$ cat src/logic/input_pulse_filter_consts.svh
// Purpose: Constants for the discrete input glitch filter
// Assumes: 40 MHz system clock
// Notes:   Times are given in ns; cycle counts derive from them
`ifndef INPUT_PULSE_FILTER_CONSTS_SVH
`define INPUT_PULSE_FILTER_CONSTS_SVH

`define CLK_PERIOD_NS     25
`define FILTER_BASE_NS    31000
// Base step is a longest-time figure, so it rounds down (31000/25 = 1240 exactly)
`define FILTER_BASE_CYC   (`FILTER_BASE_NS / `CLK_PERIOD_NS)
`define FILTER_STEP_RST   8'h00
`define INPUT_COUNT       16
`define GROUP_WIDTH       8

`endif

$ cat src/logic/input_pulse_filter_pkg.sv
// Purpose: Types for the discrete input glitch filter
// Assumes: Constants header supplies widths
// Notes:   Inputs travel as two groups of eight
`include "input_pulse_filter_consts.svh"

package input_pulse_filter_pkg;

  // Sixteen field inputs split into two groups
  typedef struct packed {
    logic [`GROUP_WIDTH-1:0] input_group_high;
    logic [`GROUP_WIDTH-1:0] input_group_low;
  } input_bank_type;

  typedef enum logic [1:0] {
    ST_IDLE = 2'b01,
    ST_RUN  = 2'b10
  } tick_state_type;

  typedef struct packed {
    logic [2:0][`INPUT_COUNT-1:0] sync;
    logic [`INPUT_COUNT-1:0]      stable;
    logic [10:0]                  base_cnt;
    logic                         tick;
    tick_state_type               tick_state;
    logic [`INPUT_COUNT-1:0][7:0] step_cnt;
    logic [`INPUT_COUNT-1:0]      filtered;
    logic [`INPUT_COUNT-1:0]      rise;
    logic [`INPUT_COUNT-1:0]      fall;
    logic [`INPUT_COUNT-1:0]      capture;
  } filter_state_type;

endpackage

$ cat src/logic/input_pulse_filter.sv
// Purpose: Glitch filter for sixteen discrete field inputs
// Assumes: Single 40 MHz clock; filter setting written by software logic on the same clock
// Notes:   Pins pass a three-stage synchroniser before filtering
// Timing walk with a zero step count
//   Edge 1: the pin level lands in synchroniser stage one
//   Edge 2: stage two takes it
//   Edge 3: stage three takes it
//   Edge 4: stages two and three agree, so the stable copy takes the level
//   Edge 5: the filtered output and the capture pulse show the change
//   The interrupt event pulse rises on that same edge as the filtered output
//   A pin that toggles every cycle never lets stages two and three agree,
//   so the stable copy holds its old level; this is the two-stage agreement rule
//
// Timing walk with a nonzero step count N
//   The base divider runs free while N is nonzero and pulses every base period
//   Each input counts base pulses while its stable level differs from its output
//   The count restarts whenever the stable level returns to the output level
//   The new level is taken on the base pulse that makes the count reach N
//   Because the divider is shared, the first counted pulse may come early;
//   the accepted delay therefore lies between N-1 and N base periods,
//   plus the five-edge pipeline of the synchroniser and output register
//   Trade-off: one shared divider instead of sixteen keeps the area small,
//   at the price of up to one base period of jitter on the delay
//
// Step count handling
//   The step count is written by logic on the same clock, one strobe a value
//   A new value takes effect at the next compare of every counter
//   Lowering the step below a running count accepts the level on the next pulse
//   Writing zero stops the divider and turns the filter transparent at once
//
// Edge outputs
//   Rising and falling edges of the filtered levels raise one-cycle pulses
//   Interrupt pulses are gated per input by the rise and fall enables
//   Capture pulses are gated per input by the capture enable, either direction
//   Pulses are not sticky: the consumer must look in the cycle they stand
//
// Limitations
//   No interrupt status is kept here; the consumer latches what it needs
//   No encoder position is stored here; the capture pulse only triggers it

`include "input_pulse_filter_consts.svh"

module input_pulse_filter (
  input  wire logic                                mclk,
  input  wire logic                                reset,
  input  wire input_pulse_filter_pkg::input_bank_type field_in,
  input  wire logic                                step_we,
  input  wire logic [7:0]                          step_wdata,
  input  wire logic [`INPUT_COUNT-1:0]             rise_en,
  input  wire logic [`INPUT_COUNT-1:0]             fall_en,
  input  wire logic [`INPUT_COUNT-1:0]             capture_en,
  output logic [7:0]                               step_count,
  output input_pulse_filter_pkg::input_bank_type   filtered_in,
  output logic [`INPUT_COUNT-1:0]                  irq_event,
  output logic [`INPUT_COUNT-1:0]                  capture_trigger
);

  localparam logic [10:0] BASE_LAST = 11'(`FILTER_BASE_CYC - 1);

  input_pulse_filter_pkg::filter_state_type s_r;
  input_pulse_filter_pkg::filter_state_type s_nxt;
  logic [7:0]                               step_r;
  logic [7:0]                               step_nxt;
  logic [`INPUT_COUNT-1:0]                  irq_r;
  logic [`INPUT_COUNT-1:0]                  irq_nxt;

  // True when synchroniser stages two and three agree
  function automatic logic [`INPUT_COUNT-1:0] agree(
    input logic [`INPUT_COUNT-1:0] a,
    input logic [`INPUT_COUNT-1:0] b
  );
    agree = ~(a ^ b);
  endfunction

  // Next state of the whole filter
  // Every path starts from the held state so nothing infers a latch
  always_comb begin
    logic [`INPUT_COUNT-1:0] raw;
    logic [`INPUT_COUNT-1:0] new_filt;
    logic [`INPUT_COUNT-1:0] agreed;
    raw      = '0;
    new_filt = '0;
    agreed   = '0;
    s_nxt    = s_r;
    step_nxt = step_r;
    if (step_we) begin
      step_nxt = step_wdata;
    end
    // Synchroniser: pin feeds stage 0, stage 0 feeds stage 1, stage 1 feeds stage 2
    s_nxt.sync[0] = field_in;
    s_nxt.sync[1] = s_r.sync[0];
    s_nxt.sync[2] = s_r.sync[1];
    // Only a level seen twice in a row is taken as stable
    agreed = agree(s_r.sync[1], s_r.sync[2]);
    for (int i = 0; i < `INPUT_COUNT; i++) begin
      if (agreed[i]) begin
        s_nxt.stable[i] = s_r.sync[2][i];
      end
    end
    raw = s_r.stable;
    // Base period tick; the divider idles while filtering is off to save toggling
    s_nxt.tick = 1'b0;
    case (s_r.tick_state)
      input_pulse_filter_pkg::ST_IDLE: begin
        s_nxt.base_cnt = '0;
        if (step_r != 8'h00) begin
          s_nxt.tick_state = input_pulse_filter_pkg::ST_RUN;
        end
      end
      input_pulse_filter_pkg::ST_RUN: begin
        if (step_r == 8'h00) begin
          s_nxt.tick_state = input_pulse_filter_pkg::ST_IDLE;
        end else if (s_r.base_cnt == BASE_LAST) begin
          s_nxt.base_cnt = '0;
          s_nxt.tick     = 1'b1;
        end else begin
          s_nxt.base_cnt = s_r.base_cnt + 11'h001;
        end
      end
      default: begin
        s_nxt.tick_state = input_pulse_filter_pkg::ST_IDLE;
        s_nxt.base_cnt   = '0;
      end
    endcase
    // Per-input counters; a level must outlast step_r ticks to pass
    for (int i = 0; i < `INPUT_COUNT; i++) begin
      new_filt[i] = s_r.filtered[i];
      if (step_r == 8'h00) begin
        new_filt[i]      = raw[i];
        s_nxt.step_cnt[i] = '0;
      end else if (raw[i] == s_r.filtered[i]) begin
        s_nxt.step_cnt[i] = '0;
      end else if (s_r.tick) begin
        if (s_r.step_cnt[i] + 8'h01 >= step_r) begin
          new_filt[i]       = raw[i];
          s_nxt.step_cnt[i] = '0;
        end else begin
          s_nxt.step_cnt[i] = s_r.step_cnt[i] + 8'h01;
        end
      end
    end
    s_nxt.filtered = new_filt;
    s_nxt.rise     = new_filt & ~s_r.filtered;
    s_nxt.fall     = ~new_filt & s_r.filtered;
    irq_nxt        = (s_nxt.rise & rise_en) | (s_nxt.fall & fall_en);
    s_nxt.capture  = (s_nxt.rise | s_nxt.fall) & capture_en;
  end

  // State register; async reset loads constants only
  always_ff @(posedge mclk or posedge reset) begin
    if (reset) begin
      s_r            <= '0;
      s_r.tick_state <= input_pulse_filter_pkg::ST_IDLE;
      step_r         <= `FILTER_STEP_RST;
      irq_r          <= '0;
    end else begin
      s_r    <= s_nxt;
      step_r <= step_nxt;
      irq_r  <= irq_nxt;
    end
  end

  // Outputs straight from flip-flops
  assign step_count      = step_r;
  assign filtered_in     = s_r.filtered;
  assign irq_event       = irq_r;
  assign capture_trigger = s_r.capture;

endmodule // input_pulse_filter

$ cat config.mk
export PLATFORM = sky130hd
export DESIGN_NAME = input_pulse_filter
export DESIGN_NICKNAME = d
export VERILOG_FILES = /design/src/logic/input_pulse_filter_pkg.sv /design/src/logic/input_pulse_filter.sv
export VERILOG_INCLUDE_DIRS = /design/src /design/src/logic
export SDC_FILE = /design/constraint.sdc
export NUM_CORES = 1
export LEC_CHECK = 0
export BUFFER_PORTS_ARGS = -buffer_cell sky130_fd_sc_hd__buf_2
export CAP_MARGIN = 20
export CORE_UTILIZATION = 45
export CTS_CLUSTER_SIZE = 16
export DETAILED_ROUTE_END_ITERATION = 16
export PLACE_DENSITY_LB_ADDON = 0.3
export SLEW_MARGIN = 10
export SYNTH_ARGS = -nofsm -noshare
export SYNTH_HDL_FRONTEND = slang
export SYNTH_SLANG_ARGS = --single-unit
export TNS_END_PERCENT = 100
$ cat constraint.sdc
create_clock -name mclk -period 8.95 [get_ports mclk]
set_input_delay 1.79 -clock mclk [delete_from_list [all_inputs] [get_ports mclk]]
set_output_delay 1.79 -clock mclk [all_outputs]
set_load 0.02 [all_outputs]
==> results of run 1 <==
-- layout by cell type, fill, tap and decap left out, types with 4 or more instances in the layout --
cell         n
dfrtp_1    261
ha_1       177
buf_2      130
nand2_1    122
nand3_1     86
a22o_1      67
a21o_1      61
xnor2_1     58
nand2b_1    56
nor2_1      51
a21oi_1     47
o21ai_0     46
inv_1       42
and3_1      41
xor2_1      34
clkbuf_16   29
nor2b_1     22
maj3_1      16
mux2i_1     16
a211o_1     15
a32o_1      15
mux2_2      15
o21ai_1     13
a41oi_1     12
buf_4       11
nand4_1     10
clkbuf_8    10
a22oi_1      9
clkbuf_1     8
a31oi_2      6
nor4_1       6
a31o_2       6
or4_1        5
a211oi_1     4
a31oi_1      4
-- flip-flops by register name (all words and copies together), names as in the netlist --
register / count
s_r: 174
s_nxt: 32
capture_trigger: 16
filtered_in: 16
irq_event: 16
step_count: 8
-- metal layers --
layer	vias up	global-route usage	part of all wire	wire (µm)
met3	50	0.0263	0.047	1530
met5	-	0	0	0
met1	5360	0.274	0.47	15400
met4	0	0.0512	0.023	760
met2	246	0.324	0.46	15100
li1	5351	-	-	-
-- per-stage QoR --
stage / setup slack (ns) / utilization
3_3_place_gp: 4.91 / 0.489
6_report: 5.53 / 0.519
3_5_place_dp: 4.87 / 0.489
2_1_floorplan: 3.71 / -
5_1_grt: 5.23 / 0.519
4_1_cts: 5.48 / 0.519
-- area by class of cell --
type / instances / area (µm²) / area share
clock buffers: 47 / 893 / 0.0525
clock inverters: 7 / 91.3 / 0.00537
inverters: 45 / 173 / 0.0101
multi-input cells: 1053 / 8000 / 0.470
flip-flops and latches: 262 / 6560 / 0.385
well taps: 442 / 553 / 0.0325
repair buffers: 142 / 748 / 0.0440
-- power by group --
part / internal, W / switching [W] / leakage [nW]
combinational: 0.000117 / 0.000232 / 4.72
clock: 0.000735 / 0.000481 / 0.483
sequential: 0.00124 / 0.0000345 / 3.48
total: 0.00209 / 0.000748 / 8.69
-- worst max-delay path: stages, from the launching register on --
cell and delay, ns:
dfrtp_1 0.40, inv_1 0.76, ha_1 0.39, a211oi_1 0.23, o21ai_1 0.14, a41oi_4 0.41, nor2_1 0.08, nor2_1 0.14
mux2i_1 0.26, inv_1 0.08, ha_1 0.20, a22o_1 0.20
-- synth_stat cells, types with 4 or more instances --
master / number / share of area
or4_1: 5 / 0.0025
and3_1: 41 / 0.017
nor2b_1: 22 / 0.0091
o21ai_0: 46 / 0.015
a211oi_1: 4 / 0.0020
a211o_1: 15 / 0.0087
clkbuf_1: 18 / 0.0045
maj3_1: 16 / 0.011
dfrtp_1: 261 / 0.43
a31o_2: 6 / 0.0035
xor2_1: 34 / 0.020
nand3_1: 86 / 0.029
nand2_1: 122 / 0.030
buf_4: 33 / 0.016
a22o_1: 67 / 0.039
nand4_1: 10 / 0.0042
a31oi_1: 4 / 0.0017
ha_1: 177 / 0.15
a31oi_2: 6 / 0.0050
a21o_1: 61 / 0.030
o21ai_1: 13 / 0.0043
buf_2: 4 / 0.0013
a22oi_1: 9 / 0.0045
a32o_1: 15 / 0.010
a21oi_1: 47 / 0.016
nor2_1: 52 / 0.013
mux2_2: 15 / 0.011
inv_1: 43 / 0.011
nor4_1: 8 / 0.0033
xnor2_1: 58 / 0.034
a41oi_1: 12 / 0.0070
nand2b_1: 56 / 0.023
mux2i_1: 16 / 0.011
-- how the worst min path moves through the flow --
stage / start / to / slack (ns) / cells past startpoint
after CTS: s_nxt[248]$_DFF_PP0_ / s_nxt[264]$_DFF_PP0_ / 0.35 / 0
after global routing: s_nxt[247]$_DFF_PP0_ / s_nxt[263]$_DFF_PP0_ / 0.35 / 0
final: s_nxt[248]$_DFF_PP0_ / s_nxt[264]$_DFF_PP0_ / 0.34 / 0
after global placement: s_nxt[251]$_DFF_PP0_ / s_nxt[267]$_DFF_PP0_ / 0.33 / 0
after detailed placement: s_nxt[244]$_DFF_PP0_ / s_nxt[260]$_DFF_PP0_ / 0.33 / 0
after floorplan: s_nxt[238]$_DFF_PP0_ / s_nxt[254]$_DFF_PP0_ / 0.33 / 0
-- logic make-up (layout without fill, tap and decap cells) --
| logic type | Yosys count | count (layout) |
|---|---|---|
| and+or+nand+nor | 417 | 417 |
| AOI/OAI and AO/OA | 318 | 318 |
| DFF | 262 | 262 |
| adders and majority gates | 193 | 193 |
| buffers and inverters | 104 | 241 |
| xor gates and xnor gates | 92 | 92 |
| muxes | 33 | 33 |
==> results.md, run 1 <==
- Status: completed
- Kind of critical path: reg2reg
- Crit Path Max Fanout: 17
- Hold crit path type: reg2reg
- Post-CTS Setup Bufs: 0
- Vias in the first global route: 10965
- DRC viols: 0
- CTS tree: built
- Initial core utilization: 0.460
- Crit path time final: 3.42 ns
- RSZ-0062 raised after global routing: false
- R2r worst-path depth: 11
- Area growth, synth to finish: 12.9%
- Slew Limit Fails: 0
- Ys flop type: dfrtp_1
- Largest family of logic cells by synthesized area: adder cells
- Hold WS: 0.345 ns
- Design area: 0.0170 mm²
- Vias/cell: 5.51
- Non-Filler Instances: 1998
- Largest net degree at the start of global routing: 67
- Clock sink count: 262
- Post-route clock period utilization: 0.382
- Synth cell types: 57
- Post-Synth Simple-Gate Area: 0.140
- WP data arrival: 3.86 ns
- Mux share of post-synthesis cell area: 0.0233
- Compound-Gate Fraction of Synth Area: 0.156
- Asr flop ratio synth: 1.00
- Dpl cell area: 0.0160 mm²
- Post-Synth Adder-Cell Area: 0.158
- Setup crit start kind: flip-flop
- Fill cell count: 2974
- Core footprint: 0.0328 mm²
- Synthesized cell area: 0.0151 mm²
- Routed WL: 32800 µm
- Critical path launch point: step_count[2]$_DFFE_PP0P_
- Power Dens Cells: 167 mW/mm²
- Routed Antenna Nets: 0
- Clk root buf: clkbuf_16
- Port bufs: 130
- Total Power: 0.00284 W
- Die H: 185 µm
- XOR/XNOR share of the synthesized area: 0.0535
- Leak: 8.69 nW
- Worst Setup EP: irq_event[3]$_DFF_PP0_
- Gate Count Post-Synth: 1419
- Clock slew at reported path FFs: 0.06 ns
- Peak VDD IR: 0.000149 V
- HPWL after DPL: 22200 µm
- Ports: 131
- Register area share after synthesis: 0.435
- Final Skew: 0.00739 ns
- Drt wl/cell: 16.4 µm
- H-tree depth: 1
- Share of cells above drive strength 1: 0.149
- Worst skew pair latency: 0.55 ns
- Die area: 0.0342 mm²
- Die width: 185 µm
- Post-synth EDFFs: 0
- First-pass GRT wire length: 54700 µm
- Worst-margin pin slew: 1.06 ns
- Mapped Nets: 1671
- Mean Syn Cell Area: 10.6 µm²
- Slew Limit Headroom: 0.290
- Worst reg2reg endpoint: irq_event[3]$_DFF_PP0_
- Flop2flop setup slack: 5.53 ns
- Diode count: 0
- Clk buf depth: 3
- Hold_buf cts: 0
- Placed instance count: 1944
- CP endpoint kind: flip-flop
- Worst R2R Start: step_count[2]$_DFFE_PP0P_
- Max-cap violations: 0
- Final setup TNS: 0 ns
- Placer Congestion: 0.812
- # setup viols final: 0
- Ys Warns: 0
- Antenna violations before repair: 0
- CP required: 9.39 ns
- Global-route usage over all layers: 0.197
- Nets: 1785
- DR vias: 11007
- GRT Residual Overflow: 0
- PostCTS Resize Cnt: 0
- Post-synthesis register bit count: 262
- Drt initial violations: 625
- Final hold violation count: 0
- Fmax: 0.292 GHz
- CTS Buf Count: 29
- Drt first pass iters: 5
- Row count: 66
Power figures use the tool's default switching activity.
==> run 2: changes to the inputs <==
--- a/config.mk
+++ b/config.mk
@@ -6,6 +6,7 @@
 export SDC_FILE = /design/constraint.sdc
 export NUM_CORES = 1
 export LEC_CHECK = 0
+export ABC_AREA = 1
 export BUFFER_PORTS_ARGS = -buffer_cell sky130_fd_sc_hd__buf_2
 export CAP_MARGIN = 20
 export CORE_UTILIZATION = 45
==> constraint.sdc (replaced) <==
create_clock -name mclk -period 3.2 [get_ports mclk]
set_input_delay 0.64 -clock mclk [delete_from_list [all_inputs] [get_ports mclk]]
set_output_delay 0.64 -clock mclk [all_outputs]
set_load 0.02 [all_outputs]
==> results.md, run 2 <==
- Gate Count Post-Synth: 1804
- RSZ-0062 raised after global routing: false
- Hold_buf cts: 0
- Mapped Nets: 2056
- Commonest cells post-synth: nand2_1, dfrtp_1, inv_1
- Largest net degree at the start of global routing: 62
- Crit path time final: 2.73 ns
- Area growth, synth to finish: 13.7%
- Kind of critical path: reg2reg
- Mux share of post-synthesis cell area: 0.000726
- Design area: 0.0176 mm²
- Routed Antenna Nets: 0
- Status: completed
- Worst hold stages: 1
- Synth cell types: 41
- Peak VDD IR: 0.000405 V
- CTS tree: built
- Mean Syn Cell Area: 8.60 µm²
- Share of cells above drive strength 1: 0.117
- Drt initial violations: 540
- Crit Path Max Fanout: 17
- GRT Residual Overflow: 0
- Routed WL: 33100 µm
- Ys Warns: 0
- First-pass GRT wire length: 56100 µm
- Row count: 67
- Leak: 9.76 nW
- CP required: 3.64 ns
- Compound-Gate Fraction of Synth Area: 0.0657
- Vias in the first global route: 11717
- R2r worst-path depth: 14
- Final worst slack: 0.467 ns
- Fmax: 0.366 GHz
- Global-route usage over all layers: 0.192
- Post-CTS Setup Bufs: 0
- Top reg by flops: s_r
- Final Skew: 0.0152 ns
- Combinational share of power: 0.122
- DRC viols: 0
- Core footprint: 0.0337 mm²
- Clk buf depth: 3
- Max reg flops: 174
- Register area share after synthesis: 0.423
- Vias/cell: 4.95
- Clk pwr share: 0.432
- Worst skew pair latency: 0.56 ns
- H-tree depth: 1
- Most common cell after layout, fill and taps aside: nand2_1
- Post-Synth Simple-Gate Area: 0.218
- Nets: 2196
- Sw frac: 0.262
- Ports: 131
- Setup crit start kind: flip-flop
- Placer Congestion: 0.849
- Register share of total power: 0.446
- Diode count: 0
- Largest family of logic cells by synthesized area: simple AND/OR/NAND/NOR gates
- Most frequent cell after synthesis: nand2_1
- Drt wl/cell: 13.7 µm
- Final setup TNS: 0 ns
- Worst-margin pin slew: 0.924 ns
- Slew Limit Fails: 0
- HPWL after DPL: 23200 µm
- Internal power: 0.00583 W
- WP data arrival: 3.17 ns
- Post-route clock period utilization: 0.854
- Most frequent cells in the layout: nand2_1, dfrtp_1, inv_1
- Die area: 0.0352 mm²
- Post-synthesis register bit count: 262
- Clock slew at reported path FFs: 0.06 ns
- Asr flop ratio synth: 1.00
- Ys flop type: dfrtp_1
- Clock sink count: 262
- Hold crit path type: in2reg
- Initial core utilization: 0.461
- Synth top area share: 0.421
- Power Dens Cells: 447 mW/mm²
- Post-synth EDFFs: 0
- Drt first pass iters: 5
- Clk root buf: clkbuf_16
- Die width: 188 µm
- PostCTS Resize Cnt: 0
- Area leader, netlist: dfrtp_1
- CP endpoint kind: flip-flop
- Dpl cell area: 0.0167 mm²
- XOR/XNOR share of the synthesized area: 0.0570
- CTS Buf Count: 30
- Slew Limit Headroom: 0.383
- Hold WS: 0.185 ns
- Synthesized cell area: 0.0155 mm²
- Final hold violation count: 0
- Top cells by area, synth: dfrtp_1, ha_1, nand2_1, inv_1, xor2_1
- Antenna violations before repair: 1
- Max-cap violations: 0
- Sw power: 0.00207 W
- Die H: 188 µm
- Port bufs: 130
- Non-Filler Instances: 2414
- Post-Synth Adder-Cell Area: 0.153
- # setup viols final: 0
- DR vias: 11947
- Fill cell count: 3097
- Pre-CTS WS: 0.480 ns
- Placed instance count: 2360
-- run 2: cell count changes after synthesis, sizes merged, moves of 22 or more --
cell | before | now
xnor2 | 58 | 23
xor2 | 34 | 78
nor2 | 53 | 98
a21o | 61 | 1
nand3 | 86 | 132
o21ai | 59 | 94
nand2 | 122 | 465
and3 | 41 | 0
nand2b | 56 | 0
inv | 45 | 255
nor2b | 22 | 0
a22o | 67 | 16
-- run 2: cell families (layout without fill, tap and decap cells) --
logic type,Yosys count,in the layout
and+or+nand+nor,769,769
xor gates and xnor gates,101,101
adders and majority gates,193,193
muxes,1,1
AOI/OAI and AO/OA,180,180
buffers and inverters,298,460
DFF,262,262
-- run 2: cell type report --
type | instances | area (µm²) | share of cell area
clock buffers | 45 | 888 | 0.0504
clock inverters | 9 | 95.1 | 0.00539
inverters | 255 | 966 | 0.0547
multi-input cells | 1244 | 7670 | 0.435
flip-flops and latches | 262 | 6560 | 0.372
well taps | 448 | 561 | 0.0318
repair buffers | 151 | 908 | 0.0515
-- run 2: worst paths after layout --
| path | from | endpoint | slack [ns] |
|---|---|---|---|
| setup / recovery | step_count[1]$_DFFE_PP0P_ | irq_event[4]$_DFF_PP0_ | 0.47 |
| hold / removal | field_in[0] | s_nxt[238]$_DFF_PP0_ | 0.18 |
| setup reg to reg | step_count[1]$_DFFE_PP0P_ | irq_event[4]$_DFF_PP0_ | 0.47 |
| hold reg to reg | s_nxt[240]$_DFF_PP0_ | s_nxt[256]$_DFF_PP0_ | 0.35 |
| max in group asynchronous | reset | capture_trigger[12]$_DFF_PP0_ | 2.18 |
| min in group asynchronous | reset | s_r[126]$_DFFE_PP0P_ | 0.24 |
-- run 2: routing by layer --
layer,global-route usage,wire length (µm)
met3,0.0303,1530
met4,0.0488,619
met5,0,13
met1,0.266,16100
met2,0.312,14900
-- run 2: power by group through the flow --
stage | combinational [W] | sequential [W] | clock [W]
6_report | 0.000962 | 0.00352 | 0.00341
5_1_grt | 0.00109 | 0.00354 | 0.00364
4_1_cts | 0.000975 | 0.00352 | 0.00353
3_5_place_dp | 0.000969 | 0.00358 | 0
3_3_place_gp | 0.000945 | 0.00358 | 0
2_1_floorplan | 0.000633 | 0.00360 | 0
-- run 2: through the flow --
step | total power (W) | util
final | 0.00789 | 0.524
after global routing | 0.00827 | 0.524
after CTS | 0.00803 | 0.524
after detailed placement | 0.00455 | 0.494
after global placement | 0.00452 | 0.494
after floorplan | 0.00423 | -
-- run 2: worst max-delay path, stage by stage (launching register included) --
cell	delay (ns)
dfrtp_1	0.38
inv_1	0.68
ha_1	0.38
nand2_1	0.08
nand3_1	0.07
nand2_1	0.05
nand2_1	0.04
nand2_1	0.09
nand3_1	0.13
nand2_1	0.09
nand2_1	0.05
nand2_1	0.08
inv_1	0.07
ha_1	0.20
a22o_1	0.21
==> run 3: changes to the inputs <==
--- a/config.mk
+++ b/config.mk
@@ -9,10 +9,12 @@
 export ABC_AREA = 1
 export BUFFER_PORTS_ARGS = -buffer_cell sky130_fd_sc_hd__buf_2
 export CAP_MARGIN = 20
+export CORE_ASPECT_RATIO = 0.75
 export CORE_UTILIZATION = 45
 export CTS_CLUSTER_SIZE = 16
 export DETAILED_ROUTE_END_ITERATION = 16
 export PLACE_DENSITY_LB_ADDON = 0.3
+export RECOVER_POWER = 50
 export SLEW_MARGIN = 10
 export SYNTH_ARGS = -nofsm -noshare
 export SYNTH_HDL_FRONTEND = slang
==> results.md, run 3 (synthesized netlist as in run 2, its figures left out) <==
- # setup viols final: 0
- Top reg by flops: s_r
- Crit-path leading delay family: buffers and inverters
- Leak: 9.72 nW
- Diode count: 0
- H-tree depth: 1
- Clk root buf: clkbuf_16
- Clk buf depth: 3
- Register share of total power: 0.435
- Row count: 58
- Max-cap violations: 1
- Sw frac: 0.257
- RSZ-0062 raised after global routing: false
- Max reg flops: 174
- Antenna violations before repair: 0
- Total Power: 0.00809 W
- Post-route clock period utilization: 0.851
- Max incr delay on CP: 0.55 ns
- CP max-delay cell: clkbuf_1
- Kind of critical path: reg2reg
- Die width: 216 µm
- Drt initial violations: 707
- Initial core utilization: 0.460
- Nets: 2194
- Slew Limit Headroom: -0.151
- Sw power: 0.00208 W
- First-pass GRT wire length: 56300 µm
- Share of cells above drive strength 1: 0.114
- Internal power: 0.00601 W
- Core footprint: 0.0337 mm²
- Drt first pass iters: 5
- DRC viols: 0
- Vias in the first global route: 11726
- Combinational share of power: 0.117
- Worst skew pair latency: 0.56 ns
- Critical path cell sequence: inv_1, clkbuf_1, ha_1, a21oi_1, o21a_1, nand3_1, nand2_1, nand2_1, nand2_1, inv_1, ha_1, a22o_1
- Die H: 163 µm
- Worst Path Buf+Inv: 3
- Hold_buf cts: 0
- Drt wl/cell: 13.7 µm
- Crit Path Max Fanout: 8
- Worst-margin pin slew: 1.73 ns
- Clock slew at reported path FFs: 0.06 ns
- Peak VDD IR: 0.000337 V
- Final hold violation count: 0
- Die area: 0.0352 mm²
- Largest net degree at the start of global routing: 93
- Hold crit path type: in2reg
- CTS Buf Count: 29
- Ports: 131
- Final Skew: 0.0128 ns
- HPWL after DPL: 23300 µm
- CP endpoint kind: flip-flop
- Setup crit start kind: flip-flop
- Most frequent cells in the layout: nand2_1, dfrtp_1, inv_1
- Most common cell after layout, fill and taps aside: nand2_1
- Vias/cell: 4.94
- Failing checks: capacitance limit, slew limit
- CP required: 3.65 ns
- Routed Antenna Nets: 0
- Final setup TNS: 0 ns
- Power Dens Cells: 460 mW/mm²
- GRT Residual Overflow: 0
- PostCTS Resize Cnt: 0
- Post-CTS Setup Bufs: 0
- Clk pwr share: 0.448
- Fmax: 0.367 GHz
- Routed WL: 33100 µm
- Global-route usage over all layers: 0.195
- Status: finished, violations left
- Placer Congestion: 0.846
- DR vias: 11926
- CTS tree: built
- Port bufs: 130
- Area growth, synth to finish: 13.3%
- WP data arrival: 3.17 ns
- Crit-path most repeated cell: nand2_1
- Clock sink count: 262
- Crit path time final: 2.72 ns
- Slew Limit Fails: 33
## run 3: worst reg2reg max path, stage by stage (launching register included)
cell and delay [ns]:
dfrtp_1 0.40, inv_1 0.10, clkbuf_1 0.55, ha_1 0.37, a21oi_1 0.20, o21a_1 0.20, nand3_1 0.12, nand2_1 0.08
nand2_1 0.05, nand2_1 0.08, inv_1 0.06, ha_1 0.20, a22o_1 0.20
## run 3: final timing paths
check | startpoint | cells past startpoint | end | slack [ns]
max | step_count[5]$_DFFE_PP0P_ | 12 | irq_event[3]$_DFF_PP0_ | 0.48
max in group asynchronous | reset | 3 | s_nxt[267]$_DFF_PP0_ | 0.91
min reg2reg | s_nxt[251]$_DFF_PP0_ | 0 | s_nxt[267]$_DFF_PP0_ | 0.35
min | field_in[3] | 1 | s_nxt[241]$_DFF_PP0_ | 0.19
max reg2reg | step_count[5]$_DFFE_PP0P_ | 12 | irq_event[3]$_DFF_PP0_ | 0.48
min in group asynchronous | reset | 2 | s_r[147]$_DFFE_PP0P_ | 0.24
## run 3: area by class of cell
| cell class | count | area, µm² |
|---|---|---|
| Fill cell | 3100 | 16200 |
| Clock inverter | 11 | 214 |
| Tap cell | 450 | 563 |
| Inverter | 255 | 963 |
| Sequential cell | 262 | 6560 |
| Clock buffer | 41 | 821 |
| Multi-Input combinational cell | 1244 | 7670 |
| Timing Repair Buffer | 150 | 798 |
## run 3: per-layer routing
| layer | up-vias | global-route usage | wire length (µm) |
|---|---|---|---|
| li1 | 6087 | - | - |
| met1 | 5564 | 0.271 | 16400 |
| met2 | 229 | 0.319 | 14700 |
| met3 | 46 | 0.0273 | 1360 |
| met4 | 0 | 0.0531 | 749 |
| met5 | - | 0 | 0 |
## run 3: metrics by stage
step	hold slack, ns	util	setup WS, ns	cells	cell area [µm²]
global placement	0.332	0.492	0.616	2361	16600
detailed placement	0.335	0.492	0.504	2361	16600
CTS	0.136	0.523	0.478	2413	17700
finish	0.185	0.521	0.478	2413	17600
global route	0.161	0.521	0.153	2413	17600
floorplan	0.331	-	-0.895	1804	15500
## run 3: power by group through the flow
stage	logic, W	registers, W	clock network (W)
finish	0.000946	0.00352	0.00363
global route	0.00108	0.00354	0.00387
CTS	0.000974	0.00352	0.00374
detailed placement	0.000971	0.00358	0
global placement	0.000946	0.00358	0
floorplan	0.000633	0.00360	0
